===== src/bbc_pkg.sv =====
// constants, register map and types for the backlight brightness control block
package bbc_pkg;
  localparam logic [6:0] DEV_ADDR        = 7'h36; // arbitrary bus address
  localparam logic [7:0] ADDR_SOFT_RESET = 8'h01;
  localparam logic [7:0] ADDR_ENABLE     = 8'h10;
  localparam logic [7:0] ADDR_SETUP      = 8'h11;
  localparam logic [7:0] ADDR_UPPER      = 8'h19;
  localparam logic [7:0] ADDR_LOWER      = 8'h1a;
  localparam logic [7:0] ADDR_FULL_SCALE = 8'h1b;
  localparam logic [7:0] ADDR_FAULT      = 8'h1f;
  // reset values and writable masks
  localparam logic [7:0] ENABLE_RST      = 8'h1f;
  localparam logic [7:0] SETUP_RST       = 8'h01;
  localparam logic [7:0] ZERO_RST        = 8'h00;
  localparam logic [7:0] ENABLE_MASK     = 8'h1f;
  localparam logic [7:0] SETUP_MASK      = 8'h13;
  localparam logic [7:0] LOWER_MASK      = 8'h0f;
  localparam logic [7:0] FS_MASK         = 8'h03;
  // field positions
  localparam int         EN_CHIP_BIT     = 0;
  localparam int         EN_STR_LSB      = 1;
  localparam int         SETUP_RAMP_BIT  = 4;
  localparam int         SOFT_RST_BIT    = 0;
  localparam logic [1:0] MODE_REG        = 2'h0;
  localparam logic [1:0] MODE_PWM        = 2'h1;
  // code bands and current shaping
  localparam logic [11:0] CODE_LIN_MIN   = 12'h100;
  localparam logic [11:0] CODE_PULSE_MIN = 12'h010;
  localparam logic [11:0] CODE_MAX       = 12'hfff;
  localparam logic [11:0] PWM_CODE_FULL  = 12'h800;
  localparam logic [10:0] AMP_PULSE_MAX  = 11'h080;
  localparam logic [8:0]  DUTY_FULL      = 9'h100;
  localparam logic [8:0]  DUTY_LOW       = 9'h010;
  localparam int          PWM_CODE_BITS  = 11;
  localparam int          DUTY_WIN_LOG2  = 14;
  // ramp timing
  localparam int CLK_PERIOD_NS = 4;
  localparam int RAMP_FAST_NS  = 128000;
  localparam int RAMP_SLOW_NS  = 1024000;
  localparam int RAMP_FAST_CYC = RAMP_FAST_NS / CLK_PERIOD_NS;
  localparam int RAMP_SLOW_CYC = RAMP_SLOW_NS / CLK_PERIOD_NS;
  // synchronised pin order and idle levels
  localparam int         PIN_SCL  = 0;
  localparam int         PIN_SDA  = 1;
  localparam int         PIN_HARDWARE_ENABLE_PIN = 2;
  localparam int         PIN_PWM  = 3;
  localparam logic [3:0] PIN_RST  = 4'h3;
  localparam logic [3:0] BYTE_BITS = 4'h8;
  typedef enum logic [3:0] {
    ST_IDLE, ST_ADDR, ST_AACK, ST_REG, ST_RACK, ST_WDAT, ST_WACK, ST_RDAT, ST_MACK
  } bbc_i2c_state_t;
endpackage


===== src/bbc_duty_meter.sv =====
// pwm input duty meter: high time over a fixed window becomes a code
`timescale 1ns/100ps
`default_nettype none
module bbc_duty_meter
  import bbc_pkg::*;
#(
  parameter int P_SHIFT = DUTY_WIN_LOG2
)(
  input  wire logic        i_mclk,
  input  wire logic        i_reset,
  input  wire logic        i_run,
  input  wire logic        i_pwm,
  output logic      [11:0] o_code
);
  logic [14:0] win_ff;
  logic [14:0] high_ff;
  wire         win_last = (win_ff == 15'((1 << P_SHIFT) - 1));
  wire  [15:0] high_all = {1'b0, high_ff} + {15'h0000, i_pwm};
  wire  [31:0] scaled   = (32'(high_all) << PWM_CODE_BITS) >> P_SHIFT;

  // window free-runs; code updates once per window, so it lags by one window
  always_ff @(posedge i_mclk or posedge i_reset)
  begin
    if (i_reset)
    begin
      win_ff  <= '0;
      high_ff <= '0;
      o_code  <= '0;
    end
    else if (!i_run)
    begin
      win_ff  <= '0;
      high_ff <= '0;
      o_code  <= '0;
    end
    else
    begin
      win_ff  <= win_last ? '0 : win_ff + 15'h0001;
      high_ff <= win_last ? '0 : high_all[14:0];
      if (win_last)
        o_code <= scaled[11:0];
    end
  end
endmodule
`default_nettype wire


===== src/bbc_pin_sync.sv =====
// three-stage synchroniser with agreement filter for the external pins
`timescale 1ns/100ps
`default_nettype none
module bbc_pin_sync
  import bbc_pkg::*;
(
  input  wire logic       i_mclk,
  input  wire logic       i_reset,
  input  wire logic [3:0] i_pins,
  output logic      [3:0] o_pins
);
  logic [3:0] s1_ff;
  logic [3:0] s2_ff;
  logic [3:0] s3_ff;
  wire  [3:0] agree = ~(s2_ff ^ s3_ff);

  // a change counts only once stages two and three agree
  always_ff @(posedge i_mclk or posedge i_reset)
  begin
    if (i_reset)
    begin
      s1_ff  <= PIN_RST;
      s2_ff  <= PIN_RST;
      s3_ff  <= PIN_RST;
      o_pins <= PIN_RST;
    end
    else
    begin
      s1_ff  <= i_pins;
      s2_ff  <= s1_ff;
      s3_ff  <= s2_ff;
      o_pins <= (agree & s3_ff) | (~agree & o_pins);
    end
  end
endmodule
`default_nettype wire


===== src/bbc_top.sv =====
// backlight brightness control: serial registers, mode mixing, ramp, current mapping
`timescale 1ns/100ps
`default_nettype none
module bbc_top
  import bbc_pkg::*;
#(
  parameter int P_RAMP_FAST_CYC = RAMP_FAST_CYC,
  parameter int P_RAMP_SLOW_CYC = RAMP_SLOW_CYC,
  parameter int P_DUTY_SHIFT    = DUTY_WIN_LOG2
)(
  input  wire logic        i_mclk,
  input  wire logic        i_reset,
  input  wire logic        i_hardware_enable_pin,
  input  wire logic        i_scl,
  input  wire logic        i_sda,
  input  wire logic        i_pwm,
  input  wire logic [7:0]  i_fault_flags,
  output logic             o_sda,
  output logic             o_sda_en_n,
  output logic      [3:0]  o_string_sink_en,
  output logic      [11:0] o_brightness_code,
  output logic      [10:0] o_sink_amplitude,
  output logic             o_sink_gate,
  output logic      [1:0]  o_current_range,
  output logic             o_active,
  output logic             o_shutdown
);
  logic [3:0]     pins;
  logic           scl_prev_ff;
  logic           sda_prev_ff;
  bbc_i2c_state_t state_ff, nxt_state;
  logic [3:0]     cnt_ff, nxt_cnt;
  logic [7:0]     sr_ff, nxt_sr;
  logic [7:0]     tx_ff, nxt_tx;
  logic [7:0]     ptr_ff, nxt_ptr;
  logic           rw_ff, nxt_rw;
  logic           nack_ff, nxt_nack;
  logic           drv_ff, nxt_drv;
  logic [7:0]     enable_ff;
  logic [7:0]     setup_ff;
  logic [7:0]     upper_ff;
  logic [7:0]     lower_ff;
  logic [7:0]     full_scale_ff;
  logic [11:0]    i2c_code_ff;
  logic [11:0]    pwm_code;
  logic [11:0]    eff_code_ff;
  logic [17:0]    step_cnt_ff;
  logic [7:0]     phase_ff;

  // pin conditioning
  bbc_pin_sync u_sync (
    .i_mclk  (i_mclk),
    .i_reset (i_reset),
    .i_pins  ({i_pwm, i_hardware_enable_pin, i_sda, i_scl}),
    .o_pins  (pins)
  );

  wire hardware_enable_pin      = pins[PIN_HARDWARE_ENABLE_PIN];
  wire scl       = pins[PIN_SCL];
  wire sda       = pins[PIN_SDA];
  wire scl_rise  = scl & ~scl_prev_ff;
  wire scl_fall  = ~scl & scl_prev_ff;
  wire bus_start = scl & scl_prev_ff & sda_prev_ff & ~sda;
  wire bus_stop  = scl & scl_prev_ff & ~sda_prev_ff & sda;
  wire byte_full = (cnt_ff == BYTE_BITS);

  // register read mux; reserved bits already masked at write time
  function automatic logic [7:0] read_reg(input logic [7:0] addr);
    case (addr)
      ADDR_ENABLE:     read_reg = enable_ff;
      ADDR_SETUP:      read_reg = setup_ff;
      ADDR_UPPER:      read_reg = upper_ff;
      ADDR_LOWER:      read_reg = lower_ff;
      ADDR_FULL_SCALE: read_reg = full_scale_ff;
      ADDR_FAULT:      read_reg = i_fault_flags;
      default:         read_reg = ZERO_RST;
    endcase
  endfunction

  logic [7:0] rd_now;
  logic [7:0] rd_next;

  // serial slave: sample on scl rise, change sda on scl fall
  always_comb
  begin
    nxt_state = state_ff;
    nxt_cnt   = cnt_ff;
    nxt_sr    = sr_ff;
    nxt_tx    = tx_ff;
    nxt_ptr   = ptr_ff;
    nxt_rw    = rw_ff;
    nxt_nack  = nack_ff;
    nxt_drv   = drv_ff;
    rd_now    = read_reg(ptr_ff); // inside the process so register changes wake it
    rd_next   = read_reg(ptr_ff + 8'h01);
    if (!hardware_enable_pin)
    begin
      nxt_state = ST_IDLE;
      nxt_drv   = 1'b1;
    end
    else if (bus_start)
    begin
      nxt_state = ST_ADDR;
      nxt_cnt   = '0;
      nxt_drv   = 1'b1;
    end
    else if (bus_stop)
    begin
      nxt_state = ST_IDLE;
      nxt_drv   = 1'b1;
    end
    else if (scl_rise && state_ff != ST_IDLE)
    begin
      nxt_sr  = {sr_ff[6:0], sda};
      nxt_cnt = cnt_ff + 4'h1;
      if (state_ff == ST_MACK)
        nxt_nack = sda;
    end
    else if (scl_fall)
    begin
      case (state_ff)
        ST_IDLE: nxt_state = ST_IDLE;
        ST_ADDR:
          if (byte_full)
          begin
            if (sr_ff[7:1] == DEV_ADDR)
            begin
              nxt_state = ST_AACK;
              nxt_rw    = sr_ff[0];
              nxt_drv   = 1'b0;
            end
            else
              nxt_state = ST_IDLE;
          end
        ST_AACK:
        begin
          nxt_cnt = '0;
          if (rw_ff)
          begin
            nxt_state = ST_RDAT;
            nxt_tx    = {rd_now[6:0], 1'b0};
            nxt_drv   = rd_now[7];
          end
          else
          begin
            nxt_state = ST_REG;
            nxt_drv   = 1'b1;
          end
        end
        ST_REG:
          if (byte_full)
          begin
            nxt_ptr   = sr_ff;
            nxt_state = ST_RACK;
            nxt_drv   = 1'b0;
          end
        ST_RACK, ST_WACK:
        begin
          if (state_ff == ST_WACK)
            nxt_ptr = ptr_ff + 8'h01;
          nxt_state = ST_WDAT;
          nxt_drv   = 1'b1;
          nxt_cnt   = '0;
        end
        ST_WDAT:
          if (byte_full)
          begin
            nxt_state = ST_WACK;
            nxt_drv   = 1'b0;
          end
        ST_RDAT:
          if (byte_full)
          begin
            nxt_state = ST_MACK;
            nxt_drv   = 1'b1;
            nxt_cnt   = '0;
          end
          else
          begin
            nxt_drv = tx_ff[7];
            nxt_tx  = {tx_ff[6:0], 1'b0};
          end
        ST_MACK:
          if (nack_ff)
          begin
            nxt_state = ST_IDLE;
            nxt_drv   = 1'b1;
          end
          else
          begin
            nxt_ptr   = ptr_ff + 8'h01;
            nxt_tx    = {rd_next[6:0], 1'b0};
            nxt_drv   = rd_next[7];
            nxt_state = ST_RDAT;
            nxt_cnt   = '0;
          end
        default: nxt_state = ST_IDLE;
      endcase
    end
  end

  always_ff @(posedge i_mclk or posedge i_reset)
  begin
    if (i_reset)
    begin
      scl_prev_ff <= 1'b1;
      sda_prev_ff <= 1'b1;
      state_ff    <= ST_IDLE;
      cnt_ff      <= '0;
      sr_ff       <= '0;
      tx_ff       <= '0;
      ptr_ff      <= '0;
      rw_ff       <= 1'b0;
      nack_ff     <= 1'b0;
      drv_ff      <= 1'b1;
      o_sda       <= 1'b1;
      o_sda_en_n  <= 1'b1;
    end
    else
    begin
      scl_prev_ff <= scl;
      sda_prev_ff <= sda;
      state_ff    <= nxt_state;
      cnt_ff      <= nxt_cnt;
      sr_ff       <= nxt_sr;
      tx_ff       <= nxt_tx;
      ptr_ff      <= nxt_ptr;
      rw_ff       <= nxt_rw;
      nack_ff     <= nxt_nack;
      drv_ff      <= nxt_drv;
      o_sda       <= nxt_drv;
      o_sda_en_n  <= nxt_drv; // open drain: only a low is driven
    end
  end

  // write decode; the fault address has no write path at all
  wire wr_stb    = hardware_enable_pin & scl_fall & (state_ff == ST_WDAT) & byte_full;
  wire wr_enable = wr_stb & (ptr_ff == ADDR_ENABLE);
  wire wr_setup  = wr_stb & (ptr_ff == ADDR_SETUP);
  wire wr_upper  = wr_stb & (ptr_ff == ADDR_UPPER);
  wire wr_lower  = wr_stb & (ptr_ff == ADDR_LOWER);
  wire wr_fs     = wr_stb & (ptr_ff == ADDR_FULL_SCALE);
  wire soft_rst  = wr_stb & (ptr_ff == ADDR_SOFT_RESET) & sr_ff[SOFT_RST_BIT];
  wire clr_regs  = ~hardware_enable_pin | soft_rst;

  // register file; values survive standby, only shutdown or a soft reset clears them
  always_ff @(posedge i_mclk or posedge i_reset)
  begin
    if (i_reset)
    begin
      enable_ff     <= ENABLE_RST;
      setup_ff      <= SETUP_RST;
      upper_ff      <= ZERO_RST;
      lower_ff      <= ZERO_RST;
      full_scale_ff <= ZERO_RST;
      i2c_code_ff   <= '0;
    end
    else if (clr_regs)
    begin
      enable_ff     <= ENABLE_RST;
      setup_ff      <= SETUP_RST;
      upper_ff      <= ZERO_RST;
      lower_ff      <= ZERO_RST;
      full_scale_ff <= ZERO_RST;
      i2c_code_ff   <= '0;
    end
    else
    begin
      if (wr_enable)
        enable_ff <= sr_ff & ENABLE_MASK;
      if (wr_setup)
        setup_ff <= sr_ff & SETUP_MASK;
      if (wr_lower)
        lower_ff <= sr_ff & LOWER_MASK;
      if (wr_fs)
        full_scale_ff <= sr_ff & FS_MASK;
      if (wr_upper)
      begin
        upper_ff    <= sr_ff;
        i2c_code_ff <= {sr_ff, lower_ff[3:0]};
      end
    end
  end

  // mode selection and mixing
  wire [1:0] mode    = setup_ff[1:0];
  wire       pwm_run = hardware_enable_pin & (mode != MODE_REG);

  bbc_duty_meter #(
    .P_SHIFT (P_DUTY_SHIFT)
  ) u_duty (
    .i_mclk  (i_mclk),
    .i_reset (i_reset),
    .i_run   (pwm_run),
    .i_pwm   (pins[PIN_PWM]),
    .o_code  (pwm_code)
  );

  wire [11:0] tgt_pwm = (pwm_code >= PWM_CODE_FULL) ? CODE_MAX : {pwm_code[10:0], 1'b0};
  wire [23:0] mix     = {i2c_code_ff[11:1], 1'b0} * pwm_code;
  wire [11:0] target  = (mode == MODE_REG) ? i2c_code_ff :
                        (mode == MODE_PWM) ? tgt_pwm : mix[22:11];

  // ramp: pwm-only mode never ramps
  wire        ramp_on  = setup_ff[SETUP_RAMP_BIT] & (mode != MODE_PWM);
  wire [17:0] step_len = (upper_ff[7:4] != 4'h0) ? 18'(P_RAMP_FAST_CYC - 1) : 18'(P_RAMP_SLOW_CYC - 1);
  wire        moving   = ramp_on & (eff_code_ff != target);
  wire        step     = moving & (step_cnt_ff >= step_len);
  wire [11:0] eff_step = (target > eff_code_ff) ? eff_code_ff + 12'h001 : eff_code_ff - 12'h001;

  always_ff @(posedge i_mclk or posedge i_reset)
  begin
    if (i_reset)
    begin
      step_cnt_ff <= '0;
      eff_code_ff <= '0;
    end
    else
    begin
      step_cnt_ff <= (!moving || step) ? '0 : step_cnt_ff + 18'h0_0001;
      if (!hardware_enable_pin)
        eff_code_ff <= '0;
      else if (!ramp_on)
        eff_code_ff <= target;
      else if (step)
        eff_code_ff <= eff_step;
    end
  end

  // exponential low band, amplitude 16x the average
  function automatic logic [10:0] low_amp(input logic [3:0] c);
    case (c)
      4'h1: low_amp = 11'h010;
      4'h2: low_amp = 11'h012;
      4'h3: low_amp = 11'h015;
      4'h4: low_amp = 11'h018;
      4'h5: low_amp = 11'h01c;
      4'h6: low_amp = 11'h020;
      4'h7: low_amp = 11'h025;
      4'h8: low_amp = 11'h02a;
      4'h9: low_amp = 11'h031;
      4'ha: low_amp = 11'h038;
      4'hb: low_amp = 11'h040;
      4'hc: low_amp = 11'h04a;
      4'hd: low_amp = 11'h055;
      4'he: low_amp = 11'h061;
      4'hf: low_amp = 11'h070;
      default: low_amp = 11'h000;
    endcase
  endfunction

  // code to amplitude and duty (units of the least current step)
  wire        band_lin   = (eff_code_ff >= CODE_LIN_MIN);
  wire        band_pulse = (eff_code_ff >= CODE_PULSE_MIN);
  wire [10:0] map_amp    = band_lin ? eff_code_ff[11:1] :
                           band_pulse ? AMP_PULSE_MAX : low_amp(eff_code_ff[3:0]);
  wire [8:0]  map_duty   = band_lin ? DUTY_FULL :
                           band_pulse ? {1'b0, eff_code_ff[7:1], 1'b0} :
                           (eff_code_ff != '0) ? DUTY_LOW : 9'h000;
  wire        active     = hardware_enable_pin & enable_ff[EN_CHIP_BIT] & (|enable_ff[4:1]) & (eff_code_ff != '0);

  // outputs all registered; strings off in standby to save current
  always_ff @(posedge i_mclk or posedge i_reset)
  begin
    if (i_reset)
    begin
      phase_ff          <= '0;
      o_string_sink_en  <= '0;
      o_brightness_code <= '0;
      o_sink_amplitude  <= '0;
      o_sink_gate       <= 1'b0;
      o_current_range   <= '0;
      o_active          <= 1'b0;
      o_shutdown        <= 1'b1;
    end
    else
    begin
      phase_ff          <= phase_ff + 8'h01;
      o_string_sink_en  <= active ? enable_ff[4:1] : 4'h0;
      o_brightness_code <= eff_code_ff;
      o_sink_amplitude  <= active ? map_amp : 11'h000;
      o_sink_gate       <= active & ({1'b0, phase_ff} < map_duty);
      o_current_range   <= full_scale_ff[1:0];
      o_active          <= active;
      o_shutdown        <= ~hardware_enable_pin;
    end
  end
endmodule
`default_nettype wire


===== config.mk =====
export PLATFORM = sky130hd
export DESIGN_NAME = bbc_top
export DESIGN_NICKNAME = d
export VERILOG_FILES = /design/src/bbc_pkg.sv /design/src/bbc_duty_meter.sv /design/src/bbc_pin_sync.sv /design/src/bbc_top.sv
export SDC_FILE = /design/constraint.sdc
export NUM_CORES = 1
export LEC_CHECK = 0
export BUFFER_PORTS_ARGS = -buffer_cell sky130_fd_sc_hd__buf_2
export CAP_MARGIN = 30
export CORE_MARGIN = 2
export CORE_UTILIZATION = 30
export CTS_CLUSTER_SIZE = 25
export DETAILED_ROUTE_END_ITERATION = 10
export GPL_TIMING_DRIVEN = 0
export PLACE_DENSITY_LB_ADDON = 0.15
export SYNTH_ARGS = -nofsm -noshare
export SYNTH_HDL_FRONTEND = slang
export SYNTH_HIERARCHICAL = 1
export SYNTH_SLANG_ARGS = --single-unit

===== constraint.sdc =====
create_clock -name i_mclk -period 12.9 [get_ports i_mclk]
set_clock_uncertainty 0.1 [all_clocks]
set_input_delay 1.29 -clock i_mclk [delete_from_list [all_inputs] [get_ports i_mclk]]
set_output_delay 1.29 -clock i_mclk [all_outputs]
set_load 0.01 [all_outputs]

# After elaboration in Yosys (flattened, before gate mapping)
# Memories as Yosys holds them, arrays and structs flattened.
# Cells that the tools add are included.
[op_classes]
n_mux = 76
n_eq_ne = 46
reduce_logical = 29
n_bitwise = 40
addsub = 8
n_mul = 1
magnitude_cmp = 6
[op_table]
columns = ["op", "n"]
rows = [
  ["$mux 8", 17],
  ["$mux 12", 11],
  ["$eq 8x5->1 const B", 12],
  ["$pmux 8 s6", 2],
  ["$mux 4", 16],
  ["$mux 15", 4],
  ["$pmux 8 s3", 2],
  ["$mux 18", 2],
  ["$mux 11", 3],
  ["$ne 5x5->1 const B", 6],
  ["$pmux 4 s7", 1],
  ["$and 1x1->1", 25],
  ["$mul 11x12->22", 1],
  ["$add 18x1->18 const B", 1],
  ["$ge 18x18->1", 1],
  ["$reduce_and 6->1", 3],
  ["$reduce_and 9->1", 2],
  ["$add 8x1->8 const B", 2],
  ["$eq 4x3->1 const B", 4],
  ["$ne 4x4->1 const B", 4],
  ["$add 15x1->15", 1],
  ["$add 15x1->15 const B", 1],
  ["$eq 15x14->1 const B", 1],
  ["$ne 2x2->1 const B", 7],
  ["other kinds (46)", 77],
]
[word_totals]
romBits = 112
elab_cells = 240
reg_bits = 217
memories = 1
inputBits = 14
out_inout_bits = 34
[memory_table]
columns = ["memory", "depth", "word_bits", "read_ports", "rd_clocked_by_memory_dff", "write_ports", "line", "text"]
rows = [
  ["(name not given)", 16, 7, 1, 0, 0, "bbc_top.sv:332", "case (c)"],
]

# Depth between registers and ports, before layout
# Gate-level depths: netlist (run 1).
[logic_depth]
depth_word = 10
mapped_depth = 36
mapped_depth_nobuf = 35

# Modules after synthesis
# Netlist (run 1), hierarchy kept.
[by_module_without_submodules]
columns = ["mod", "instances", "cells_per_inst", "area_per_inst_um2", "seq_area_each_um2"]
rows = [
  ["bbc_top", 1, 1351, 12119.1, 3315.7],
  ["bbc_duty_meter", 1, 185, 1899.3, 1051.0],
  ["bbc_pin_sync", 1, 21, 459.2, 410.4],
]

# Least setup slack after synthesis (run 1)
# No wires, ideal clock.
[synth_timing]
path_kind = "reg2reg"
from = "register, netlist name upper_ff[1]"
to = "register eff_code_ff[9]"
setup_time_ns = 0.065
t_required_ns = 12.735
path_buffers = 1
period_less_slack_ns = 8.135
t_arrival_ns = 7.970
path_stages_with_launch = 33
setup_slack_ns = 4.765
cell_sequence = "dfrtp_1 -> clkbuf_1 -> nand2_1 -> fa_1 -> inv_1 -> fa_1 -> fa_1 -> fa_1 -> inv_1 -> fa_1 -> inv_1 -> ha_1 -> a21o_1 -> nor2_1 -> nor4b_1 -> nor2_1 -> a211oi_1 -> nor3_1 -> a211o_1 -> ha_1 -> nand4_1 -> a211o_1 -> a31oi_1 -> inv_1 -> ha_1 -> a211oi_1 -> o21ai_0 -> a31oi_1 -> nor2b_1 -> xnor2_1 -> mux2i_1 -> a21oi_1 -> o21a_1"
[synth_rtl]
columns = ["item", "line", "text"]
rows = [
  ["end signal: assignment", "bbc_top.sv:324", "eff_code_ff <= target;"],
  ["end signal: assignment", "bbc_top.sv:326", "eff_code_ff <= eff_step;"],
  ["end: declaration", "bbc_top.sv:46", "logic [11:0] eff_code_ff;"],
]

==> reports/results.tsv, run 1 <==
stage	metric	value	unit
run_status	status	complete, no violations	
yosys	post-synthesis register bit count	190	
timing	Slew headroom	0.330	
detailed_routing	drt first pass iters	5	
yosys	largest cells by area after synthesis	dfrtp_1 (30%), fa_1 (12%), ha_1 (9.3%)	
yosys	Synth area leader	dfrtp_1	
detailed_routing	Iter 0 DRT Violations	711	
clock_network	CTS max path bufs	2	
global_route	Overflow after GRT	0	
clock_network	cts repair resizes	0	
timing	final worst slack	2.93	ns
global_route	largest net degree at the start of global routing	80	
setup_path	CP dominant cell by count	fa_1	
timing	Final Hold Viols	0	
detailed_routing	WL/cell	17.1	µm
global_route	first-pass GRT wire length	63300	µm
floorplanning	core box area	47600	µm²
place	Port Buffer Count	47	
timing	fin crit period	9.97	ns
layout	Area Overhead vs Synth	11.5	%
yosys	Yosys Warn Count	6	
hold_path	class of the worst hold path	register to register	
clock_network	worst skew pair latency	0.46	ns
global_route	vias in the first global route	11500	
floorplanning	die width	224	µm
clock_network	CTS HTree Levels	4	
clock_network	root buf cell	clkbuf_16	
floorplanning	Chip Height	224	µm
yosys	synthesized area	14500	µm²
timing	Max Fclk	0.100	GHz
setup_path	WP data required	13.20	ns
setup_path	critical path class	register to register	
global_route	grt met2 use	0.256	
detailed_routing	vias per cell	4.95	
layout	Net count, final	1837	
yosys	Avg Inst Size Synth	9.30	µm²
floorplanning	num ports	48	
timing	hold_ws	0.251	ns
place	Post-DP Area	15500	µm²
power_and_ir_drop	Power Dens Cells	85.7	nW/µm²
detailed_routing	DR vias	11200	
timing	period utilisation layout	0.773	
clock_network	Hold-fix buffers, CTS	0	
setup_path	Worst Path Buf+Inv	4	
global_route	met3 GRT Util	0.0248	
yosys	library cells used by synthesis	82	
clock_network	clock-pin slew on the worst setup and hold paths	0.07	ns
timing	setup violators final	0	
global_route	Tot GR Track Use	0.161	
layout	commonest cells after routing, fill and taps aside	nand2_1 (187), dfrtp_1 (172), inv_1 (145)	
power_and_ir_drop	worst vdd ir	0.0000920	V
setup_path	CP peak stage delay	0.62	ns
place	Post-Place Setup Slack	2.94	ns
clock_network	Clock Sinks	190	
detailed_routing	Routed WL	38600	µm
timing	RSZ-0062 raised after global routing	no	
power_and_ir_drop	Lkg Pwr	0.00750	µW
setup_path	CP max FO	10	
setup_path	crit path launch type	register	
place	Placer Congestion	0.838	
yosys	Post-synth EDFFs	0	
global_route	grt peak-use layer	met2	
detailed_routing	DRC viols	0	
timing	Sum Neg Setup Slack	0	ns
floorplanning	die area	50000	µm²
detailed_routing	post-route ant nets	0	
place	Detailed Place HPWL	29300	µm
floorplanning	Starting Density	0.304	
timing	Slew @ Worst Pin	0.989	ns
layout	share of layout cells above drive strength 1	0.0945	
layout	Diodes inserted	0	
clock_network	postcts setup bufs	0	
flow_run	max cap viols	0	
yosys	Post-Syn Instances	1557	
layout	commonest non-fill, non-tap cell in the layout	nand2_1	
layout	Final Cell Area	16100	µm²
clock_network	CTS tree	yes	
global_route	initial antenna violation count	0	
setup_path	crit path max-delay cell type	dfrtp_1	
yosys	Yosys top cell area share	0.297	
clock_network	TritonCTS Buffers	17	
yosys	Mapped Nets	1767	
yosys	post-synthesis sequential area ratio	0.330	
setup_path	CP endpoint kind	register	
setup_path	Arr. time, crit path	10.27	ns
timing	Final Slew Violations	0	
layout	fin util	0.339	
global_route	GRT met1 Usage	0.229	
floorplanning	row cnt	80	
yosys	Top FF cell, synth	dfrtp_1	
yosys	Async SR Flop Fraction	1.00	
setup_path	Worst path top cell family by delay	adder cells	
-- layout make-up --
type | instances | area, µm²
clock buffers | 19 | 443
well taps | 615 | 769
repair buffers | 51 | 293
fillers | 4985 | 31500
plain buffers | 77 | 348
flip-flops and latches | 190 | 4780
multi-input cells | 1142 | 8800
inverters | 148 | 561
clock inverters | 13 | 154
-- metrics by stage --
| stage | power [µW] | std cells |
|---|---|---|
| 2_1_floorplan | 790 | 1557 |
| 3_3_place_gp | 844 | 2219 |
| 3_5_place_dp | 846 | 2223 |
| 4_1_cts | 1410 | 2255 |
| 5_1_grt | 1450 | 2255 |
| 6_report | 1380 | 2255 |
-- synthesized netlist by cell type (all sizes together) (14+ instances only) --
master,n
nor4,15
o21ai,59
nor2b,15
and3,19
nand4,20
a21oi,76
nor2,111
and2,73
inv,147
ha,108
clkbuf,61
dfrtp,172
mux2i,26
buf,16
xor2,28
a31oi,14
fa,88
nand3,32
nor3,27
a21o,14
dfstp,18
xnor2,44
a211oi,14
nand2,188
o211ai,18
-- cells by family (layout without fill, tap and decap cells) --
family	after synthesis	count (layout)	share of synthesized area
adder cells (fa/ha/maj)	200	200	0.218
XOR/XNOR	72	72	0.0436
flip-flops	190	190	0.330
AO/OA/AOI/OAI	283	283	0.131
buffers and inverters	225	308	0.0624
AND/OR/NAND/NOR	548	548	0.187
multiplexers	39	39	0.0281
-- flip-flops by register name, indices dropped and copies added, names as in the netlist, 5 cells and up, named ones only --
register           count
tx_ff                  7
phase_ff               8
enable_ff              5
u_duty/win_ff         15
o_brightness_code     12
ptr_ff                 8
u_duty/high_ff        15
o_sink_amplitude      11
upper_ff               8
u_duty/o_code         12
sr_ff                  8
step_cnt_ff           18
eff_code_ff           12
-- where the power goes --
group          internal (µW)  switching, µW
clock network            295            253
registers                631           30.5
logic                   66.1            107
total                    993            390
-- metal layers --
metal | routed length, µm | up-vias
li1 | - | 5440
met1 | 19400 | 5541
met2 | 17600 | 156
met4 | 495 | 0
met3 | 1060 | 24
met5 | 0 | -
-- final timing paths --
kind / from / end / slack, ns / cells after the start
worst max-delay path: upper_ff[3]$_DFFE_PP0P_ / eff_code_ff[9]$_DFFE_PP0P_ / 2.93 / 31
worst min-delay path: u_sync/s1_ff[2]$_DFF_PP0_ / u_sync/s2_ff[2]$_DFF_PP0_ / 0.25 / 0
worst max register to register: upper_ff[3]$_DFFE_PP0P_ / eff_code_ff[9]$_DFFE_PP0P_ / 2.93 / 31
worst min register to register: u_sync/s1_ff[2]$_DFF_PP0_ / u_sync/s2_ff[2]$_DFF_PP0_ / 0.25 / 0
max in group asynchronous: i_reset / step_cnt_ff[16]$_DFF_PP0_ / 11.07 / 3
min in group asynchronous: i_reset / u_duty/win_ff[12]$_DFF_PP0_ / 0.72 / 2
Note: power is estimated with default switching activity, not from simulation.
==> inputs of run 2 (changes only) <==
==> constraint.sdc (replaced) <==
create_clock -name i_mclk -period 8.4 [get_ports i_mclk]
set_clock_uncertainty 0.1 [all_clocks]
set_input_delay 0.84 -clock i_mclk [delete_from_list [all_inputs] [get_ports i_mclk]]
set_output_delay 0.84 -clock i_mclk [all_outputs]
set_load 0.01 [all_outputs]
==> reports/results.tsv, run 2 (synthesized netlist as in run 1, its figures left out) <==
stage	metric	value	unit
setup_path	R2R setup slack	0.24	ns
setup_path	FF-to-FF Start	u_duty/o_code[7]$_DFFE_PP0P_	
layout	commonest cells after routing, fill and taps aside	nand2_1 (187), dfrtp_1 (152), inv_1 (141)	
global_route	Tot GR Track Use	0.165	
setup_path	crit path launch type	register	
timing	period utilisation layout	0.971	
floorplanning	num ports	48	
global_route	Overflow after GRT	0	
layout	Net count, final	1874	
setup_path	Worst path top cell family by delay	adder cells	
detailed_routing	Iter 0 DRT Violations	784	
timing	setup violators final	0	
place	Detailed Place HPWL	29300	µm
setup_path	crit path max-delay cell type	fa_1	
place	Post-DP Area	15500	µm²
power_and_ir_drop	PnR Total Power	2130	µW
global_route	initial antenna violation count	0	
setup_path	CP max FO	6	
setup_path	cell count of the worst reg-to-reg path	32	
setup_path	critical path class	register to register	
power_and_ir_drop	worst vdd ir	0.000141	V
floorplanning	die area	50000	µm²
layout	max reg flops	18	
place	Placer Congestion	0.838	
setup_path	CP peak stage delay	0.58	ns
timing	Slew headroom	0.330	
layout	fin cells	2292	
clock_network	CTS max path bufs	2	
timing	hold_ws	0.251	ns
layout	biggest regs	step_cnt_ff: 18 flops, u_duty/high_ff: 15 flops, u_duty/win_ff: 15 flops	
detailed_routing	vias per cell	4.96	
setup_path	Worst Path Buf+Inv	6	
clock_network	TritonCTS Buffers	17	
flow_run	max cap viols	0	
global_route	vias in the first global route	11600	
clock_network	worst skew pair latency	0.46	ns
detailed_routing	WL/cell	17.4	µm
detailed_routing	DR vias	11400	
layout	share of layout cells above drive strength 1	0.171	
timing	fin crit period	8.16	ns
detailed_routing	DRC viols	0	
run_status	status	complete, no violations	
power_and_ir_drop	Power Dens Cells	125	nW/µm²
timing	Max Fclk	0.123	GHz
layout	Diodes inserted	0	
clock_network	root buf cell	clkbuf_16	
hold_path	class of the worst hold path	register to register	
floorplanning	Starting Density	0.304	
timing	Slew @ Worst Pin	0.990	ns
clock_network	Hold-fix buffers, CTS	0	
global_route	first-pass GRT wire length	64600	µm
power_and_ir_drop	Lkg Pwr	0.00782	µW
clock_network	Clock Sinks	190	
floorplanning	row cnt	80	
floorplanning	core box area	47600	µm²
global_route	GRT met1 Usage	0.231	
detailed_routing	post-route ant nets	0	
global_route	largest net degree at the start of global routing	80	
hold_path	critical hold path startpoint	u_sync/s1_ff[2]$_DFF_PP0_	
clock_network	clock-pin slew on the worst setup and hold paths	0.07	ns
clock_network	CTS HTree Levels	4	
setup_path	reg2reg end	eff_code_ff[11]$_DFFE_PP0P_	
setup_path	worst setup path end	eff_code_ff[11]$_DFFE_PP0P_	
setup_path	WP data required	8.69	ns
timing	Final Hold Viols	0	
place	Port Buffer Count	47	
global_route	grt met2 use	0.261	
layout	commonest non-fill, non-tap cell in the layout	nand2_1	
detailed_routing	Routed WL	40000	µm
place	Placed Cells	2223	
layout	Area Overhead vs Synth	17.2	%
setup_path	Arr. time, crit path	8.45	ns
timing	Final Slew Violations	0	
setup_path	Critical Path Stages	32	
setup_path	CP endpoint kind	register	
setup_path	critical path startpoint	u_duty/o_code[7]$_DFFE_PP0P_	
clock_network	CTS tree	yes	
setup_path	CP dominant cell by count	fa_1	
floorplanning	Chip Height	224	µm
global_route	met3 GRT Util	0.0270	
layout	Top reg by flops	step_cnt_ff	
layout	Final Cell Area	17000	µm²
global_route	grt peak-use layer	met2	
floorplanning	die width	224	µm
detailed_routing	drt first pass iters	7	
## run 2: cell types whose count changed in the layout (fill, tap and decap cells not counted), moves of 9 or more
cell | previous run | this run
buf_4 | 3 | 43
clkbuf_1 | 61 | 39
dfrtp_1 | 172 | 152
dfrtp_2 | 0 | 20
ha_1 | 108 | 95
buf_6 | 4 | 15
ha_4 | 0 | 9
## run 2: layout make-up
type                            instances  area (µm²)
Inverter                              148         566
Timing Repair Buffer                   90         601
Fill cell                            4922       30700
Clock inverter                         13         154
Buffer                                 75         499
Clock buffer                           19         443
Multi-Input combinational cell       1142        9140
Tap cell                              615         769
Sequential cell                       190        4800
## run 2: stage by stage
step                       util  worst slack, ns  TNS [ns]
final                     0.356            0.244         0
after global routing      0.356          -0.0547   -0.0547
after CTS                 0.345           0.0104         0
after detailed placement  0.326            -1.56    -13.34
after global placement    0.325            -1.58    -14.44
after floorplan               -            0.265         0
## run 2: what timing repair did
action,4_1_cts,5_1_grt
endpoints found under the setup margin,22,8
hold endpoints to repair,0,0
resized for setup,73,107
gates cloned,0,0
pin swaps,6,51
buffers inserted,11,28
## run 2: worst min-delay path by stage
stage                     slack (ns)  cells past startpoint                    endpoint
final                           0.25                      0   u_sync/s2_ff[2]$_DFF_PP0_
after CTS                       0.25                      2  u_duty/win_ff[9]$_DFF_PP0_
after floorplan                 0.23                      0   u_sync/s2_ff[2]$_DFF_PP0_
after global placement          0.23                      0   u_sync/s2_ff[2]$_DFF_PP0_
after detailed placement        0.24                      0   u_sync/s2_ff[3]$_DFF_PP0_
after global routing            0.26                      0   u_sync/s2_ff[3]$_DFF_PP0_
## run 2: power by group
part	total, µW	internal, µW	switching [µW]
combinational	266	101	165
clock	843	453	390
sequential	1020	969	46.5
## run 2: layer usage
| layer | wire [µm] | vias up |
|---|---|---|
| met4 | 766 | 0 |
| met2 | 18500 | 184 |
| met3 | 1380 | 32 |
| met1 | 19300 | 5648 |
| li1 | - | 5512 |
| met5 | 0 | - |
